File: src/core/pfp_params.svh
// constants of the parallel flash programming port
// assumes inclusion by bare name from the core files
`ifndef PFP_PARAMS_SVH
`define PFP_PARAMS_SVH

// register select field codes
`define PFP_SEL_CMD 4'h0
`define PFP_SEL_ADDR_LO 4'h1
`define PFP_SEL_ADDR_HI 4'h2
`define PFP_SEL_DATA 4'h5

// command codes
`define PFP_CMD_READ 16'h0011
`define PFP_CMD_WP 16'h0012
`define PFP_CMD_WPL 16'h0022
`define PFP_CMD_EWP 16'h0032
`define PFP_CMD_ERASE_WRITE_LOCK_CMD 16'h0042
`define PFP_CMD_EA 16'h0013
`define PFP_CMD_SLB 16'h0014
`define PFP_CMD_CLB 16'h0024
`define PFP_CMD_GLB 16'h0015

// flash request operation codes
`define PFP_FL_READ 2'h0
`define PFP_FL_PROG 2'h1
`define PFP_FL_ERASE_PAGE 2'h2
`define PFP_FL_ERASE_ALL 2'h3

// reset values
`define PFP_RST_CMD 16'h0000
`define PFP_RST_ADDR 32'h0000_0000
`define PFP_RST_PIN 1'h1

`endif

File: src/core/pfp_pkg.sv
// types of the parallel flash programming port
// assumes nothing beyond a SystemVerilog compiler
package pfp_pkg;

    typedef enum logic [11:0] {
        ST_IDLE    = 12'h001,
        ST_EXEC    = 12'h002,
        ST_FLASH   = 12'h004,
        ST_FL_SCAN = 12'h008,
        ST_FL_DATA = 12'h010,
        ST_FL_NEXT = 12'h020,
        ST_FL_END  = 12'h040,
        ST_RD_OE   = 12'h080,
        ST_RD_VAL  = 12'h100,
        ST_RD_HOLD = 12'h200,
        ST_RD_REL  = 12'h400,
        ST_WAIT_HI = 12'h800
    } pfp_state_t;

endpackage

File: src/core/pfp_port.sv
// parallel flash programming port: handshake, command decode, page
// load buffer flush, lock bits
// assumes a flash macro on mclk answering each request with fl_ack
//
// Notes on behaviour
// - handshake starts only while ready is high
// - strobe low captures select field and data
// - ready drops after capture; programmer then releases
// - ready rises after operation and strobe high
// - output enable low: drive word, then flag low
// - output enable high: release bus, raise flag
// - ready rises only after strobe seen high
// - new command completes the pending one
// - read: command, address words, chained reads
// - address words may be rewritten mid-sequence
// - load buffer flushed on page change, command
// - page write: command, address, chained words
// - locking write sets region lock after programming
// - erase variant erases page before programming
// - erase-lock variant erases, programs, then locks
// - full erase aborted when any region locked
// - lock set mask locks matching regions
// - lock clear mask unlocks matching regions
// - lock query returns locked-region mask
// - select field routes captured data
// - command codes decode as listed
// - ready low busy; flag shows bus direction
`timescale 1ns/1ns
`include "pfp_params.svh"
module pfp_port #(
    parameter int PAGE_BITS = 8,
    parameter int REGION_PAGE_BITS = 4,
    parameter int NLOCK = 16
) (
    // clock and reset
    input wire logic mclk,
    input wire logic srst,
    // programmer pins
    input wire logic command_strobe_n_pin,
    input wire logic read_output_enable_n_pin,
    input wire logic [3:0] register_select_field,
    input wire logic [15:0] bidir_data_bus_in,
    output logic [15:0] bidir_data_bus_out,
    output logic bidir_data_bus_oe,
    output logic device_ready_pin,
    output logic data_drive_flag_n_pin,
    // flash macro
    output logic fl_req,
    output logic [1:0] fl_op,
    output logic [31:0] fl_addr,
    output logic [15:0] fl_wdata,
    input wire logic fl_ack,
    input wire logic [15:0] fl_rdata,
    // status
    output logic [NLOCK-1:0] lock_bits
);
    localparam int PW = 32 - PAGE_BITS;
    localparam int LW = $clog2(NLOCK);

    pfp_pkg::pfp_state_t st_r;
    pfp_pkg::pfp_state_t ret_r;
    logic command_strobe_n;
    logic read_output_enable_n;
    logic [3:0] sel_s;
    logic [15:0] data_s;
    logic [3:0] sel_r;
    logic [15:0] data_r;
    logic [15:0] cmd_r;
    logic [31:0] addr_r;
    logic [PW-1:0] buf_page_r;
    logic [(1<<PAGE_BITS)-1:0] valid_r;
    logic [PAGE_BITS-1:0] idx_r;
    logic [15:0] rword_r;
    logic [15:0] buf_rdata;
    logic [LW-1:0] region;
    logic is_wr_cmd, is_lock_var, is_erase_var, dirty, need_flush;
    logic ex, ex_data, buf_we, rd_go, ea_go, pg_erase, idx_last;

    // pins cross into mclk before anything reads them
    pfp_sync #(.W(22)) u_sync (
        .mclk(mclk),
        .srst(srst),
        .pin_in({command_strobe_n_pin, read_output_enable_n_pin,
                 register_select_field, bidir_data_bus_in}),
        .sync_out({command_strobe_n, read_output_enable_n, sel_s, data_s})
    );

    pfp_page_buf #(.AW(PAGE_BITS), .DW(16)) u_buf (
        .mclk(mclk),
        .we(buf_we),
        .waddr(addr_r[PAGE_BITS-1:0]),
        .wdata(data_r),
        .raddr(idx_r),
        .rdata_r(buf_rdata)
    );

    // decode of the latched command
    always_comb begin
        is_wr_cmd = (cmd_r == `PFP_CMD_WP) || (cmd_r == `PFP_CMD_WPL) ||
                    (cmd_r == `PFP_CMD_EWP) || (cmd_r == `PFP_CMD_ERASE_WRITE_LOCK_CMD);
        is_lock_var = (cmd_r == `PFP_CMD_WPL) ||
                      (cmd_r == `PFP_CMD_ERASE_WRITE_LOCK_CMD);
        is_erase_var = (cmd_r == `PFP_CMD_EWP) ||
                       (cmd_r == `PFP_CMD_ERASE_WRITE_LOCK_CMD);
        dirty = |valid_r;
        // flush before a command or a word for another page
        need_flush = dirty && ((sel_r == `PFP_SEL_CMD) ||
                     (sel_r == `PFP_SEL_DATA && is_wr_cmd &&
                      addr_r[31:PAGE_BITS] != buf_page_r));
        ex = (st_r == pfp_pkg::ST_EXEC) && !need_flush;
        ex_data = ex && (sel_r == `PFP_SEL_DATA);
        buf_we = ex_data && is_wr_cmd;
        rd_go = ex_data && (cmd_r == `PFP_CMD_READ);
        ea_go = ex_data && (cmd_r == `PFP_CMD_EA) && lock_bits == '0;
        pg_erase = (st_r == pfp_pkg::ST_EXEC) && need_flush && is_erase_var;
        idx_last = (idx_r == '1);
        region = buf_page_r[REGION_PAGE_BITS +: LW];
    end

    // sequencing
    always_ff @(posedge mclk) begin
        if (srst) begin
            st_r <= pfp_pkg::ST_IDLE;
            ret_r <= pfp_pkg::ST_IDLE;
            idx_r <= '0;
        end else begin
            unique case (st_r)
                pfp_pkg::ST_IDLE: begin
                    if (!command_strobe_n) begin
                        st_r <= pfp_pkg::ST_EXEC;
                    end
                end
                pfp_pkg::ST_EXEC: begin
                    if (need_flush) begin
                        idx_r <= '0;
                        if (is_erase_var) begin
                            ret_r <= pfp_pkg::ST_FL_SCAN;
                            st_r <= pfp_pkg::ST_FLASH;
                        end else begin
                            st_r <= pfp_pkg::ST_FL_SCAN;
                        end
                    end else if (rd_go || ea_go) begin
                        ret_r <= rd_go ? pfp_pkg::ST_RD_OE
                                       : pfp_pkg::ST_WAIT_HI;
                        st_r <= pfp_pkg::ST_FLASH;
                    end else if (ex_data && cmd_r == `PFP_CMD_GLB) begin
                        st_r <= pfp_pkg::ST_RD_OE;
                    end else begin
                        st_r <= pfp_pkg::ST_WAIT_HI;
                    end
                end
                pfp_pkg::ST_FLASH: begin
                    if (fl_ack) begin
                        st_r <= ret_r;
                    end
                end
                pfp_pkg::ST_FL_SCAN: begin
                    // unwritten words are skipped, not programmed
                    st_r <= valid_r[idx_r] ? pfp_pkg::ST_FL_DATA
                                           : pfp_pkg::ST_FL_NEXT;
                end
                pfp_pkg::ST_FL_DATA: begin
                    ret_r <= pfp_pkg::ST_FL_NEXT;
                    st_r <= pfp_pkg::ST_FLASH;
                end
                pfp_pkg::ST_FL_NEXT: begin
                    idx_r <= idx_r + 1'b1;
                    st_r <= idx_last ? pfp_pkg::ST_FL_END
                                     : pfp_pkg::ST_FL_SCAN;
                end
                pfp_pkg::ST_FL_END: begin
                    // back to execute the access that forced the flush
                    st_r <= pfp_pkg::ST_EXEC;
                end
                pfp_pkg::ST_RD_OE: begin
                    if (!read_output_enable_n) begin
                        st_r <= pfp_pkg::ST_RD_VAL;
                    end
                end
                pfp_pkg::ST_RD_VAL: begin
                    st_r <= pfp_pkg::ST_RD_HOLD;
                end
                pfp_pkg::ST_RD_HOLD: begin
                    if (read_output_enable_n) begin
                        st_r <= pfp_pkg::ST_RD_REL;
                    end
                end
                pfp_pkg::ST_RD_REL: begin
                    st_r <= pfp_pkg::ST_WAIT_HI;
                end
                pfp_pkg::ST_WAIT_HI: begin
                    if (command_strobe_n) begin
                        st_r <= pfp_pkg::ST_IDLE;
                    end
                end
                default: begin
                    st_r <= pfp_pkg::ST_IDLE;
                end
            endcase
        end
    end

    // capture of select field and data
    always_ff @(posedge mclk) begin
        if (srst) begin
            sel_r <= 4'hF;
            data_r <= 16'h0000;
        end else if (st_r == pfp_pkg::ST_IDLE && !command_strobe_n) begin
            sel_r <= sel_s;
            data_r <= data_s;
        end
    end

    // handshake pins
    always_ff @(posedge mclk) begin
        if (srst) begin
            device_ready_pin <= `PFP_RST_PIN;
            data_drive_flag_n_pin <= `PFP_RST_PIN;
            bidir_data_bus_oe <= 1'b0;
            bidir_data_bus_out <= 16'h0000;
        end else begin
            if (st_r == pfp_pkg::ST_IDLE && !command_strobe_n) begin
                device_ready_pin <= 1'b0;
            end else if (st_r == pfp_pkg::ST_WAIT_HI && command_strobe_n) begin
                device_ready_pin <= 1'b1;
            end
            if (st_r == pfp_pkg::ST_RD_OE && !read_output_enable_n) begin
                bidir_data_bus_oe <= 1'b1;
                bidir_data_bus_out <= rword_r;
            end else if (st_r == pfp_pkg::ST_RD_HOLD && read_output_enable_n) begin
                bidir_data_bus_oe <= 1'b0;
            end
            // flag follows the drive by one cycle each way
            if (st_r == pfp_pkg::ST_RD_VAL) begin
                data_drive_flag_n_pin <= 1'b0;
            end else if (st_r == pfp_pkg::ST_RD_REL) begin
                data_drive_flag_n_pin <= 1'b1;
            end
        end
    end

    // flash requests and returned word
    always_ff @(posedge mclk) begin
        if (srst) begin
            fl_req <= 1'b0;
            fl_op <= `PFP_FL_READ;
            fl_addr <= `PFP_RST_ADDR;
            fl_wdata <= 16'h0000;
            rword_r <= 16'h0000;
        end else begin
            if (st_r == pfp_pkg::ST_FLASH && fl_ack) begin
                fl_req <= 1'b0;
                if (fl_op == `PFP_FL_READ) begin
                    rword_r <= fl_rdata;
                end
            end else if (rd_go) begin
                fl_req <= 1'b1;
                fl_op <= `PFP_FL_READ;
                fl_addr <= addr_r;
            end else if (ea_go) begin
                fl_req <= 1'b1;
                fl_op <= `PFP_FL_ERASE_ALL;
            end else if (pg_erase) begin
                fl_req <= 1'b1;
                fl_op <= `PFP_FL_ERASE_PAGE;
                fl_addr <= {buf_page_r, {PAGE_BITS{1'b0}}};
            end else if (st_r == pfp_pkg::ST_FL_DATA) begin
                fl_req <= 1'b1;
                fl_op <= `PFP_FL_PROG;
                fl_addr <= {buf_page_r, idx_r};
                fl_wdata <= buf_rdata;
            end
            if (ex_data && cmd_r == `PFP_CMD_GLB) begin
                rword_r <= 16'(lock_bits);
            end
        end
    end

    // command and address words
    always_ff @(posedge mclk) begin
        if (srst) begin
            cmd_r <= `PFP_RST_CMD;
            addr_r <= `PFP_RST_ADDR;
        end else if (ex) begin
            if (sel_r == `PFP_SEL_CMD) begin
                cmd_r <= data_r;
            end else if (sel_r == `PFP_SEL_ADDR_LO) begin
                addr_r[15:0] <= data_r;
            end else if (sel_r == `PFP_SEL_ADDR_HI) begin
                addr_r[31:16] <= data_r;
            end else if (buf_we || rd_go) begin
                addr_r <= addr_r + 32'h0000_0001;
            end
        end
    end

    // load buffer occupancy
    always_ff @(posedge mclk) begin
        if (srst) begin
            valid_r <= '0;
            buf_page_r <= '0;
        end else if (st_r == pfp_pkg::ST_FL_END) begin
            valid_r <= '0;
        end else if (buf_we) begin
            valid_r[addr_r[PAGE_BITS-1:0]] <= 1'b1;
            buf_page_r <= addr_r[31:PAGE_BITS];
        end
    end

    // lock bits
    always_ff @(posedge mclk) begin
        if (srst) begin
            lock_bits <= '0;
        end else if (st_r == pfp_pkg::ST_FL_END && is_lock_var) begin
            lock_bits[region] <= 1'b1;
        end else if (ex_data && cmd_r == `PFP_CMD_SLB) begin
            lock_bits <= lock_bits | data_r[NLOCK-1:0];
        end else if (ex_data && cmd_r == `PFP_CMD_CLB) begin
            lock_bits <= lock_bits & ~data_r[NLOCK-1:0];
        end
    end

    AST_READY_DROPS: assert property (@(posedge mclk) disable iff (srst)
        (st_r == pfp_pkg::ST_IDLE && !command_strobe_n) |=> !device_ready_pin)
        else $error("ready did not drop after capture");
    AST_CAPTURE: assert property (@(posedge mclk) disable iff (srst)
        (st_r == pfp_pkg::ST_IDLE && !command_strobe_n)
        |=> sel_r == $past(sel_s) && data_r == $past(data_s))
        else $error("select or data not captured");
    AST_READY_RISE: assert property (@(posedge mclk) disable iff (srst)
        $rose(device_ready_pin) |-> $past(command_strobe_n)
        && $past(st_r) == pfp_pkg::ST_WAIT_HI)
        else $error("ready rose without strobe high");
    AST_DRIVE_ON_OE: assert property (@(posedge mclk) disable iff (srst)
        $rose(bidir_data_bus_oe) |-> $past(!read_output_enable_n)
        ##1 !data_drive_flag_n_pin)
        else $error("drive not followed by flag low");
    AST_RELEASE: assert property (@(posedge mclk) disable iff (srst)
        (st_r == pfp_pkg::ST_RD_HOLD && read_output_enable_n)
        |=> !bidir_data_bus_oe ##1 data_drive_flag_n_pin)
        else $error("bus not released after output enable high");
    AST_NO_DRIVE_READY: assert property (@(posedge mclk) disable iff (srst)
        device_ready_pin |-> !bidir_data_bus_oe && data_drive_flag_n_pin)
        else $error("bus driven while ready");
    AST_FLUSH_FIRST: assert property (@(posedge mclk) disable iff (srst)
        (st_r == pfp_pkg::ST_EXEC && sel_r == `PFP_SEL_CMD && dirty)
        |=> st_r != pfp_pkg::ST_WAIT_HI && cmd_r == $past(cmd_r))
        else $error("command taken before flush");
    AST_EA_LOCKED: assert property (@(posedge mclk) disable iff (srst)
        $rose(fl_req) && fl_op == `PFP_FL_ERASE_ALL |-> $past(lock_bits) == '0)
        else $error("full erase with locked region");
    AST_LOCK_SET: assert property (@(posedge mclk) disable iff (srst)
        (ex_data && cmd_r == `PFP_CMD_SLB)
        |=> lock_bits == ($past(lock_bits) | $past(data_r[NLOCK-1:0])))
        else $error("lock set mask not applied");
    AST_LOCK_CLR: assert property (@(posedge mclk) disable iff (srst)
        (ex_data && cmd_r == `PFP_CMD_CLB)
        |=> (lock_bits & $past(data_r[NLOCK-1:0])) == '0)
        else $error("lock clear mask not applied");
    AST_ERASE_BEFORE_PROG: assert property (@(posedge mclk) disable iff (srst)
        pg_erase |=> fl_req && fl_op == `PFP_FL_ERASE_PAGE)
        else $error("page erase not issued before programming");
endmodule

File: src/core/pfp_sync.sv
// two flip-flop synchroniser for pin inputs
// assumes inputs idle high, as the pins are pulled up
`timescale 1ns/1ns
module pfp_sync #(
    parameter int W = 1
) (
    // clock and reset
    input wire logic mclk,
    input wire logic srst,
    // pins and synchronised copy
    input wire logic [W-1:0] pin_in,
    output logic [W-1:0] sync_out
);
    logic [W-1:0] meta_r;

    // reset to ones: pulled-up pins read high
    always_ff @(posedge mclk) begin
        if (srst) begin
            meta_r <= '1;
            sync_out <= '1;
        end else begin
            meta_r <= pin_in;
            sync_out <= meta_r;
        end
    end
endmodule

File: src/core/pfp_page_buf.sv
// one-page load buffer with registered read data
// assumes a single writer and reader on mclk
`timescale 1ns/1ns
module pfp_page_buf #(
    parameter int AW = 8,
    parameter int DW = 16
) (
    // clock
    input wire logic mclk,
    // write port
    input wire logic we,
    input wire logic [AW-1:0] waddr,
    input wire logic [DW-1:0] wdata,
    // read port
    input wire logic [AW-1:0] raddr,
    output logic [DW-1:0] rdata_r
);
    logic [DW-1:0] mem_r [0:(1<<AW)-1];

    always_ff @(posedge mclk) begin
        if (we) begin
            mem_r[waddr] <= wdata;
        end
    end

    always_ff @(posedge mclk) begin
        rdata_r <= mem_r[raddr];
    end
endmodule

File: config.mk
export PLATFORM = sky130hd
export DESIGN_NAME = pfp_port
export DESIGN_NICKNAME = d
export VERILOG_FILES = /design/src/core/pfp_pkg.sv /design/src/core/pfp_port.sv /design/src/core/pfp_sync.sv /design/src/core/pfp_page_buf.sv
export VERILOG_INCLUDE_DIRS = /design/src /design/src/core
export SDC_FILE = /design/constraint.sdc
export NUM_CORES = 2
export LEC_CHECK = 0
export BUFFER_PORTS_ARGS = -buffer_cell sky130_fd_sc_hd__buf_4
export CORE_MARGIN = 1.5
export CORE_UTILIZATION = 40
export CTS_CLUSTER_DIAMETER = 50
export DETAILED_ROUTE_END_ITERATION = 8
export GPL_TIMING_DRIVEN = 1
export PLACE_DENSITY = 0.63
export SETUP_SLACK_MARGIN = 0.02
export SYNTH_ARGS = -nofsm -noshare
export SYNTH_HDL_FRONTEND = slang
export SYNTH_SLANG_ARGS = --single-unit
export TNS_END_PERCENT = 30
File: constraint.sdc
create_clock -name mclk -period 5.5 [get_ports mclk]
set_input_delay 0.275 -clock mclk [delete_from_list [all_inputs] [get_ports mclk]]
set_output_delay 0.275 -clock mclk [all_outputs]
set_load 0.02 [all_outputs]
# --- Word level (Yosys, flattened, before mapping) ---
# Memories as Yosys holds them, arrays and structs flattened. A register that Yosys moved wholly into a read port is not among the register bits.
# Index checks and enable logic that the tools add are counted.
word_totals:
  regBits: 526
  ramBits: 4096
  in_bits: 41
  out_inout_bits: 86
  word_cells: 195
  memories: 1
memory_table:
  columns: ["memory", "words", "word_bits", "read_ports", "rd_ports_with_merged_regs", "write_ports", "line", "rtl"]
  rows:
  - ["u_buf.mem_r", 256, 16, 1, 1, 1, "pfp_page_buf.sv:18", "logic [DW-1:0] mem_r [0:(1<<AW)-1];"]
classes:
  addsub: 2
  magnitude_cmp: 5
  eq_ne: 36
  mux: 55
  bitwise_logic: 12
  reduce_logical: 62
ops:
  columns: ["cell", "count"]
  rows:
  - ["256-bit OR", 1]
  - ["256-bit OR reduction", 1]
  - ["32-bit two-way mux", 5]
  - ["12-bit two-way mux", 12]
  - ["16-bit two-way mux", 9]
  - ["12-bit one-hot mux with 12 select lines", 1]
  - ["16-bit by 5-bit equality test with 1-bit output, second input constant", 5]
  - ["16-bit by 6-bit equality test with 1-bit output, second input constant", 3]
  - ["32-bit by 1-bit adder with 32-bit output, second input constant", 1]
  - ["16-bit OR", 2]
  - ["24-bit inequality test", 1]
  - ["12-bit one-hot mux with 2 select lines", 1]
  - ["1-bit logical AND", 22]
  - ["8-bit by 9-bit < comparator with 1-bit output, second input constant", 2]
  - ["2-bit nonzero test", 9]
  - ["16-bit bitwise AND", 1]
  - ["16-bit by 7-bit equality test with 1-bit output, second input constant", 1]
  - ["16-bit logical NOT", 1]
  - ["16-bit NOT", 1]
  - ["8-bit one-hot mux with 2 select lines", 1]
  - ["1-bit two-way mux", 15]
  - ["12-bit by 1-bit equality test with 1-bit output, second input constant", 1]
  - ["12-bit by 10-bit equality test with 1-bit output, second input constant", 1]
  - ["12-bit by 11-bit equality test with 1-bit output, second input constant", 1]
  - ["41 further kinds", 74]

# --- Longest topological paths before layout ---
depth:
  word_depth: 17
  mapped_depth: 15
  mapped_depth_nobuf: 9

# --- Modules after synthesis ---
# From an unflattened synthesis, not the netlist that was laid out.
hier_totals:
  hier_cells: 9804
  area_unflattened_um2: 181780.6
by_module_without_submodules:
  columns: ["mod", "instances", "cells_per_inst", "area_per_inst_um2", "seq_area_each_um2"]
  rows:
  - ["pfp_page_buf", 1, 7360, 158714.7, 123318.3]
  - ["pfp_port", 1, 2352, 21864.7, 9509.1]
  - ["pfp_sync", 1, 92, 1201.2, 880.8]

# --- Least setup slack after synthesis ---
# Ideal clock, no wire load.
synth_timing:
  kind: "reg2reg"
  from: "register data_r[15]"
  to: "register addr_r[15]"
  setup_time_ns: 0.070
  arrival_ns: 4.355
  required_ns: 5.430
  path_slack_ns: 1.075
  stages_incl_launch_ff: 4
  path_buffers: 0
  synth_period_minus_slack_ns: 4.425
  cell_sequence: "dfxtp_1 > a22oi_1 > or2_2 > a21oi_1"
synth_via:
  elab_chain_cells: 1
synth_rtl:
  columns: ["item", "line", "rtl"]
  rows:
  - ["start: declaration", "pfp_port.sv:67", "logic [15:0] data_r;"]
  - ["start signal: assignment", "pfp_port.sv:210", "data_r <= data_s;"]
  - ["16-bit two-way mux", "pfp_port.sv:287", "end else if (sel_r == `PFP_SEL_ADDR_LO) begin"]
  - ["end signal: assignment", "pfp_port.sv:283", "addr_r <= `PFP_RST_ADDR;"]
  - ["end signal: assignment", "pfp_port.sv:288", "addr_r[15:0] <= data_r;"]
  - ["end signal: assignment", "pfp_port.sv:292", "addr_r <= addr_r + 32'h0000_0001;"]
  - ["end: declaration", "pfp_port.sv:69", "logic [31:0] addr_r;"]
# Every way passes these cells.
# A chain may end at the register's enable or synchronous reset.

==> run summary <==
Status: complete, no violations
CP Depth: 7
First-pass GRT wire length: 721 mm
Top-area cell type share of the netlist area: 0.689
Sink Count: 4631
Post-Syn Instances: 8623
Wire length per cell: 33.0 um
Die Span X: 671 um
Layout cells sized above 1: 0.316
Total core area: 445000 um^2
Post-synth top cells: 4096 x edfxtp_1, 1306 x mux4_2, 535 x dfxtp_1
WS Path Type: flip-flop to flip-flop
Total Wirelength: 519 mm
Largest family of logic cells by synthesized area: multiplexers
Max-Cap Viols: 0
Cell mode on critical path: mux4_2
Worst Setup SP: idx_r[0]
CP required: 6.37 ns
Complex-gate fraction of the synthesized area: 0.0303
Vias in the first global route: 91900
Setup bufs post-CTS: 0
Vias: 94200
Synth top area cells: edfxtp_1 69%, mux4_2 16%, dfxtp_1 6.0%, o21a_1 0.96%, mux2i_1 0.89%
Largest net degree at the start of global routing: 188
Nets: 9382
Routed Antenna Nets: 0
Worst skew pair latency: 1.05 ns
Worst Path Arrival: 6.09 ns
I/O Pins: 127
Tcrit/Tclk final: 0.950
Final hold vios: 0
H-tree levels: 5
Syn Nets: 8669
R2R setup slack: 0.28 ns
Startpoint types: flip-flop
Starting Density: 0.401
Least-Margin Pin Slew: 1.43 ns
Setup TNS: 0 ns
RSZ-0062 raised after global routing: false
PortBufs: 126
Synth Area per Inst: 20.7 um^2
Mux cell area share after synthesis: 0.174
Remaining DRCs: 0
VDD IR max: 0.295 mV
Max transition margin: 0.0468
Worst r2r dst: u_buf.rdata_r[9]
FP Rows: 245
Die Y: 671 um
Crit-path slowest cell: a211oi_1
Number of flops mapped to enable cells by yosys: 4096
Synth Area in Adders: 0.000351
Slew Limit Fails: 0
Remaining Overflow, GRT: 0
Ys flop type: edfxtp_1
Crit. End Element: flip-flop
Dpl hpwl: 323 mm
CP top delay family: compound AO/OA/AOI/OAI gates
FFs w/ async S/R, synth: 0
Worst setup path endpoint: u_buf.rdata_r[9]
Fmax: 0.191 GHz
Most frequent cell after synthesis: edfxtp_1
Leakage: 65.3 nW
Buf/Inv on CP: 2
Yosys cell types: 74
Cts bufs inserted: 468
Post-Synth XOR/XNOR Area: 0.00162
CTS max path bufs: 4
Hold Path Class: input pin to flip-flop
Full die area: 450000 um^2
Gp weighted congestion: 0.923
Fin crit period: 5.22 ns
WHS: 0.105 ns
DRT Pass-1 Iters: 6
Worst-path fanout max: 34
Initial antenna violation count: 34
Synth Register Bits: 4631
P&R area growth vs syn: 16.9%
Initial drt markers: 13400
Root buf cell: clkbuf_16
Pwr per Cell Area: 345 nW/um^2
Sequential cell area fraction in the yosys report: 0.749
Setup Viol. Count Final: 0
Via density: 6.00
Clk pin slew, worst setup/hold paths: 0.06 ns
Share of synthesized cell area in and, or, nand and nor gates: 0.0311
GRT Total Usage: 0.225
FF-to-FF path depth: 7
CTS tree: built
CP peak stage delay: 1.13 ns
Clk_skew: 0.0761 ns
Ys Warns: 0
CP cell instances: buf_12 -> buf_4 -> mux4_2 -> mux4_2 -> a211oi_1 -> a221oi_1 -> or3_1
Mapped Area: 178000 um^2
Post-synth top area cell: edfxtp_1
R2r startpoint: idx_r[0]
## worst reg2reg max path: stages (launching register included)
cell and delay, ns:
dfxtp_4 1.04, buf_12 0.41, buf_4 0.35, mux4_2 0.55
mux4_2 0.53, a211oi_1 1.13, a221oi_1 0.57, or3_1 0.49
## layout by cell type, fill, tap and decap left out, types with 21 or more instances in the layout
cell type | netlist | routed
edfxtp_1 | 4096 | 4096
mux4_2 | 1306 | 1306
buf_4 | 18 | 514
dfxtp_1 | 535 | 511
clkbuf_16 | 0 | 472
nand2_1 | 250 | 242
o21a_1 | 229 | 229
nor2_1 | 296 | 188
buf_12 | 0 | 183
a21oi_1 | 179 | 179
mux2i_1 | 159 | 159
nor3_2 | 0 | 114
clkbuf_1 | 303 | 108
nor2_2 | 0 | 107
nor4_1 | 120 | 95
dlygate4sd3_1 | 0 | 84
a211oi_1 | 83 | 83
a22oi_1 | 82 | 82
clkinv_1 | 0 | 79
clkinv_2 | 0 | 78
nand3_1 | 74 | 69
or2_2 | 65 | 65
o21ai_0 | 62 | 62
nand4_1 | 37 | 37
nor3_1 | 149 | 35
clkbuf_8 | 0 | 33
bufinv_16 | 0 | 33
nor4_2 | 0 | 25
nand2b_1 | 24 | 24
a21o_1 | 23 | 23
dfxtp_4 | 0 | 22
diode_2 | 0 | 21
o21ai_1 | 21 | 21
## area by class of cell
cell class,instances,area (um^2)
Inverter,17,73.8
Multi-Input combinational cell,3436,43500
Timing Repair Buffer,782,8380
Clock buffer,612,12700
Sequential cell,4631,134000
Antenna cell,21,52.6
Clock inverter,269,2790
Fill cell,36000,236000
Tap cell,5928,7420
## power by group
part | total (mW) | switching, mW | internal (mW)
clock | 31.7 | 13.8 | 17.9
sequential | 38.9 | 0.218 | 38.7
combinational | 1.31 | 1.11 | 0.196
total | 71.9 | 15.1 | 56.8
## state kept, by name, summed over array words and instances, names as in the netlist, 2 cells and up, named ones only
signal	cells
cmd_r	16
addr_r	32
u_buf.mem_r	4096
fl_addr	32
valid_r	256
u_sync.sync_out	22
u_buf.rdata_r	16
data_r	16
fl_op	2
fl_wdata	16
bidir_data_bus_out	16
buf_page_r	24
rword_r	16
ret_r	5
u_sync.meta_r	22
sel_r	4
idx_r	8
st_r	12
## through the flow
| stage | util | setup slack [ns] | instances | power [mW] | instance area, um^2 |
|---|---|---|---|---|---|
| global placement | 0.432 | 0.460 | 14700 | 40.8 | 192000 |
| CTS | 0.469 | 0.411 | 15700 | 72.3 | 209000 |
| detailed placement | 0.432 | 0.472 | 14700 | 40.9 | 192000 |
| floorplan | - | 1.07 | 8623 | 40.3 | 178000 |
| finish | 0.469 | 0.277 | 15700 | 71.9 | 209000 |
| global route | 0.469 | 0.241 | 15700 | 73.6 | 209000 |
## repair_timing
item,4_1_cts,5_1_grt
gates resized for setup,0,0
hold buffers,84,0
endpoints found under the hold margin,111,0
## per-layer routing
metal,vias up,GRT usage,share of wire
met1,50300,0.310,0.39
met3,934,0.0534,0.10
li1,37500,-,-
met2,5442,0.346,0.46
met5,-,0,0.00061
met4,16,0.0926,0.046
## cell families (layout without fill, tap and decap cells)
| kind of cell | after synthesis | after routing |
|---|---|---|
| simple gates | 1126 | 1126 |
| xor+xnor | 33 | 33 |
| fa+ha+maj | 5 | 5 |
| buf+inv | 556 | 1680 |
| other cells | 0 | 21 |
| mux | 1472 | 1472 |
| flops | 4631 | 4631 |
| compound gates | 800 | 800 |
## worst min-delay path by stage
stage / start / cells after the start / end / slack (ns)
4_1_cts: fl_ack / 3 / fl_req / 0.02
3_5_place_dp: u_sync.meta_r[1] / 1 / u_sync.sync_out[1] / 0.40
5_1_grt: fl_ack / 3 / fl_req / 0.08
3_3_place_gp: u_sync.meta_r[1] / 1 / u_sync.sync_out[1] / 0.40
6_report: fl_ack / 3 / fl_req / 0.11
2_1_floorplan: bidir_data_bus_in[0] / 1 / u_sync.meta_r[0] / 0.38
(Power assumes the default switching activity.)
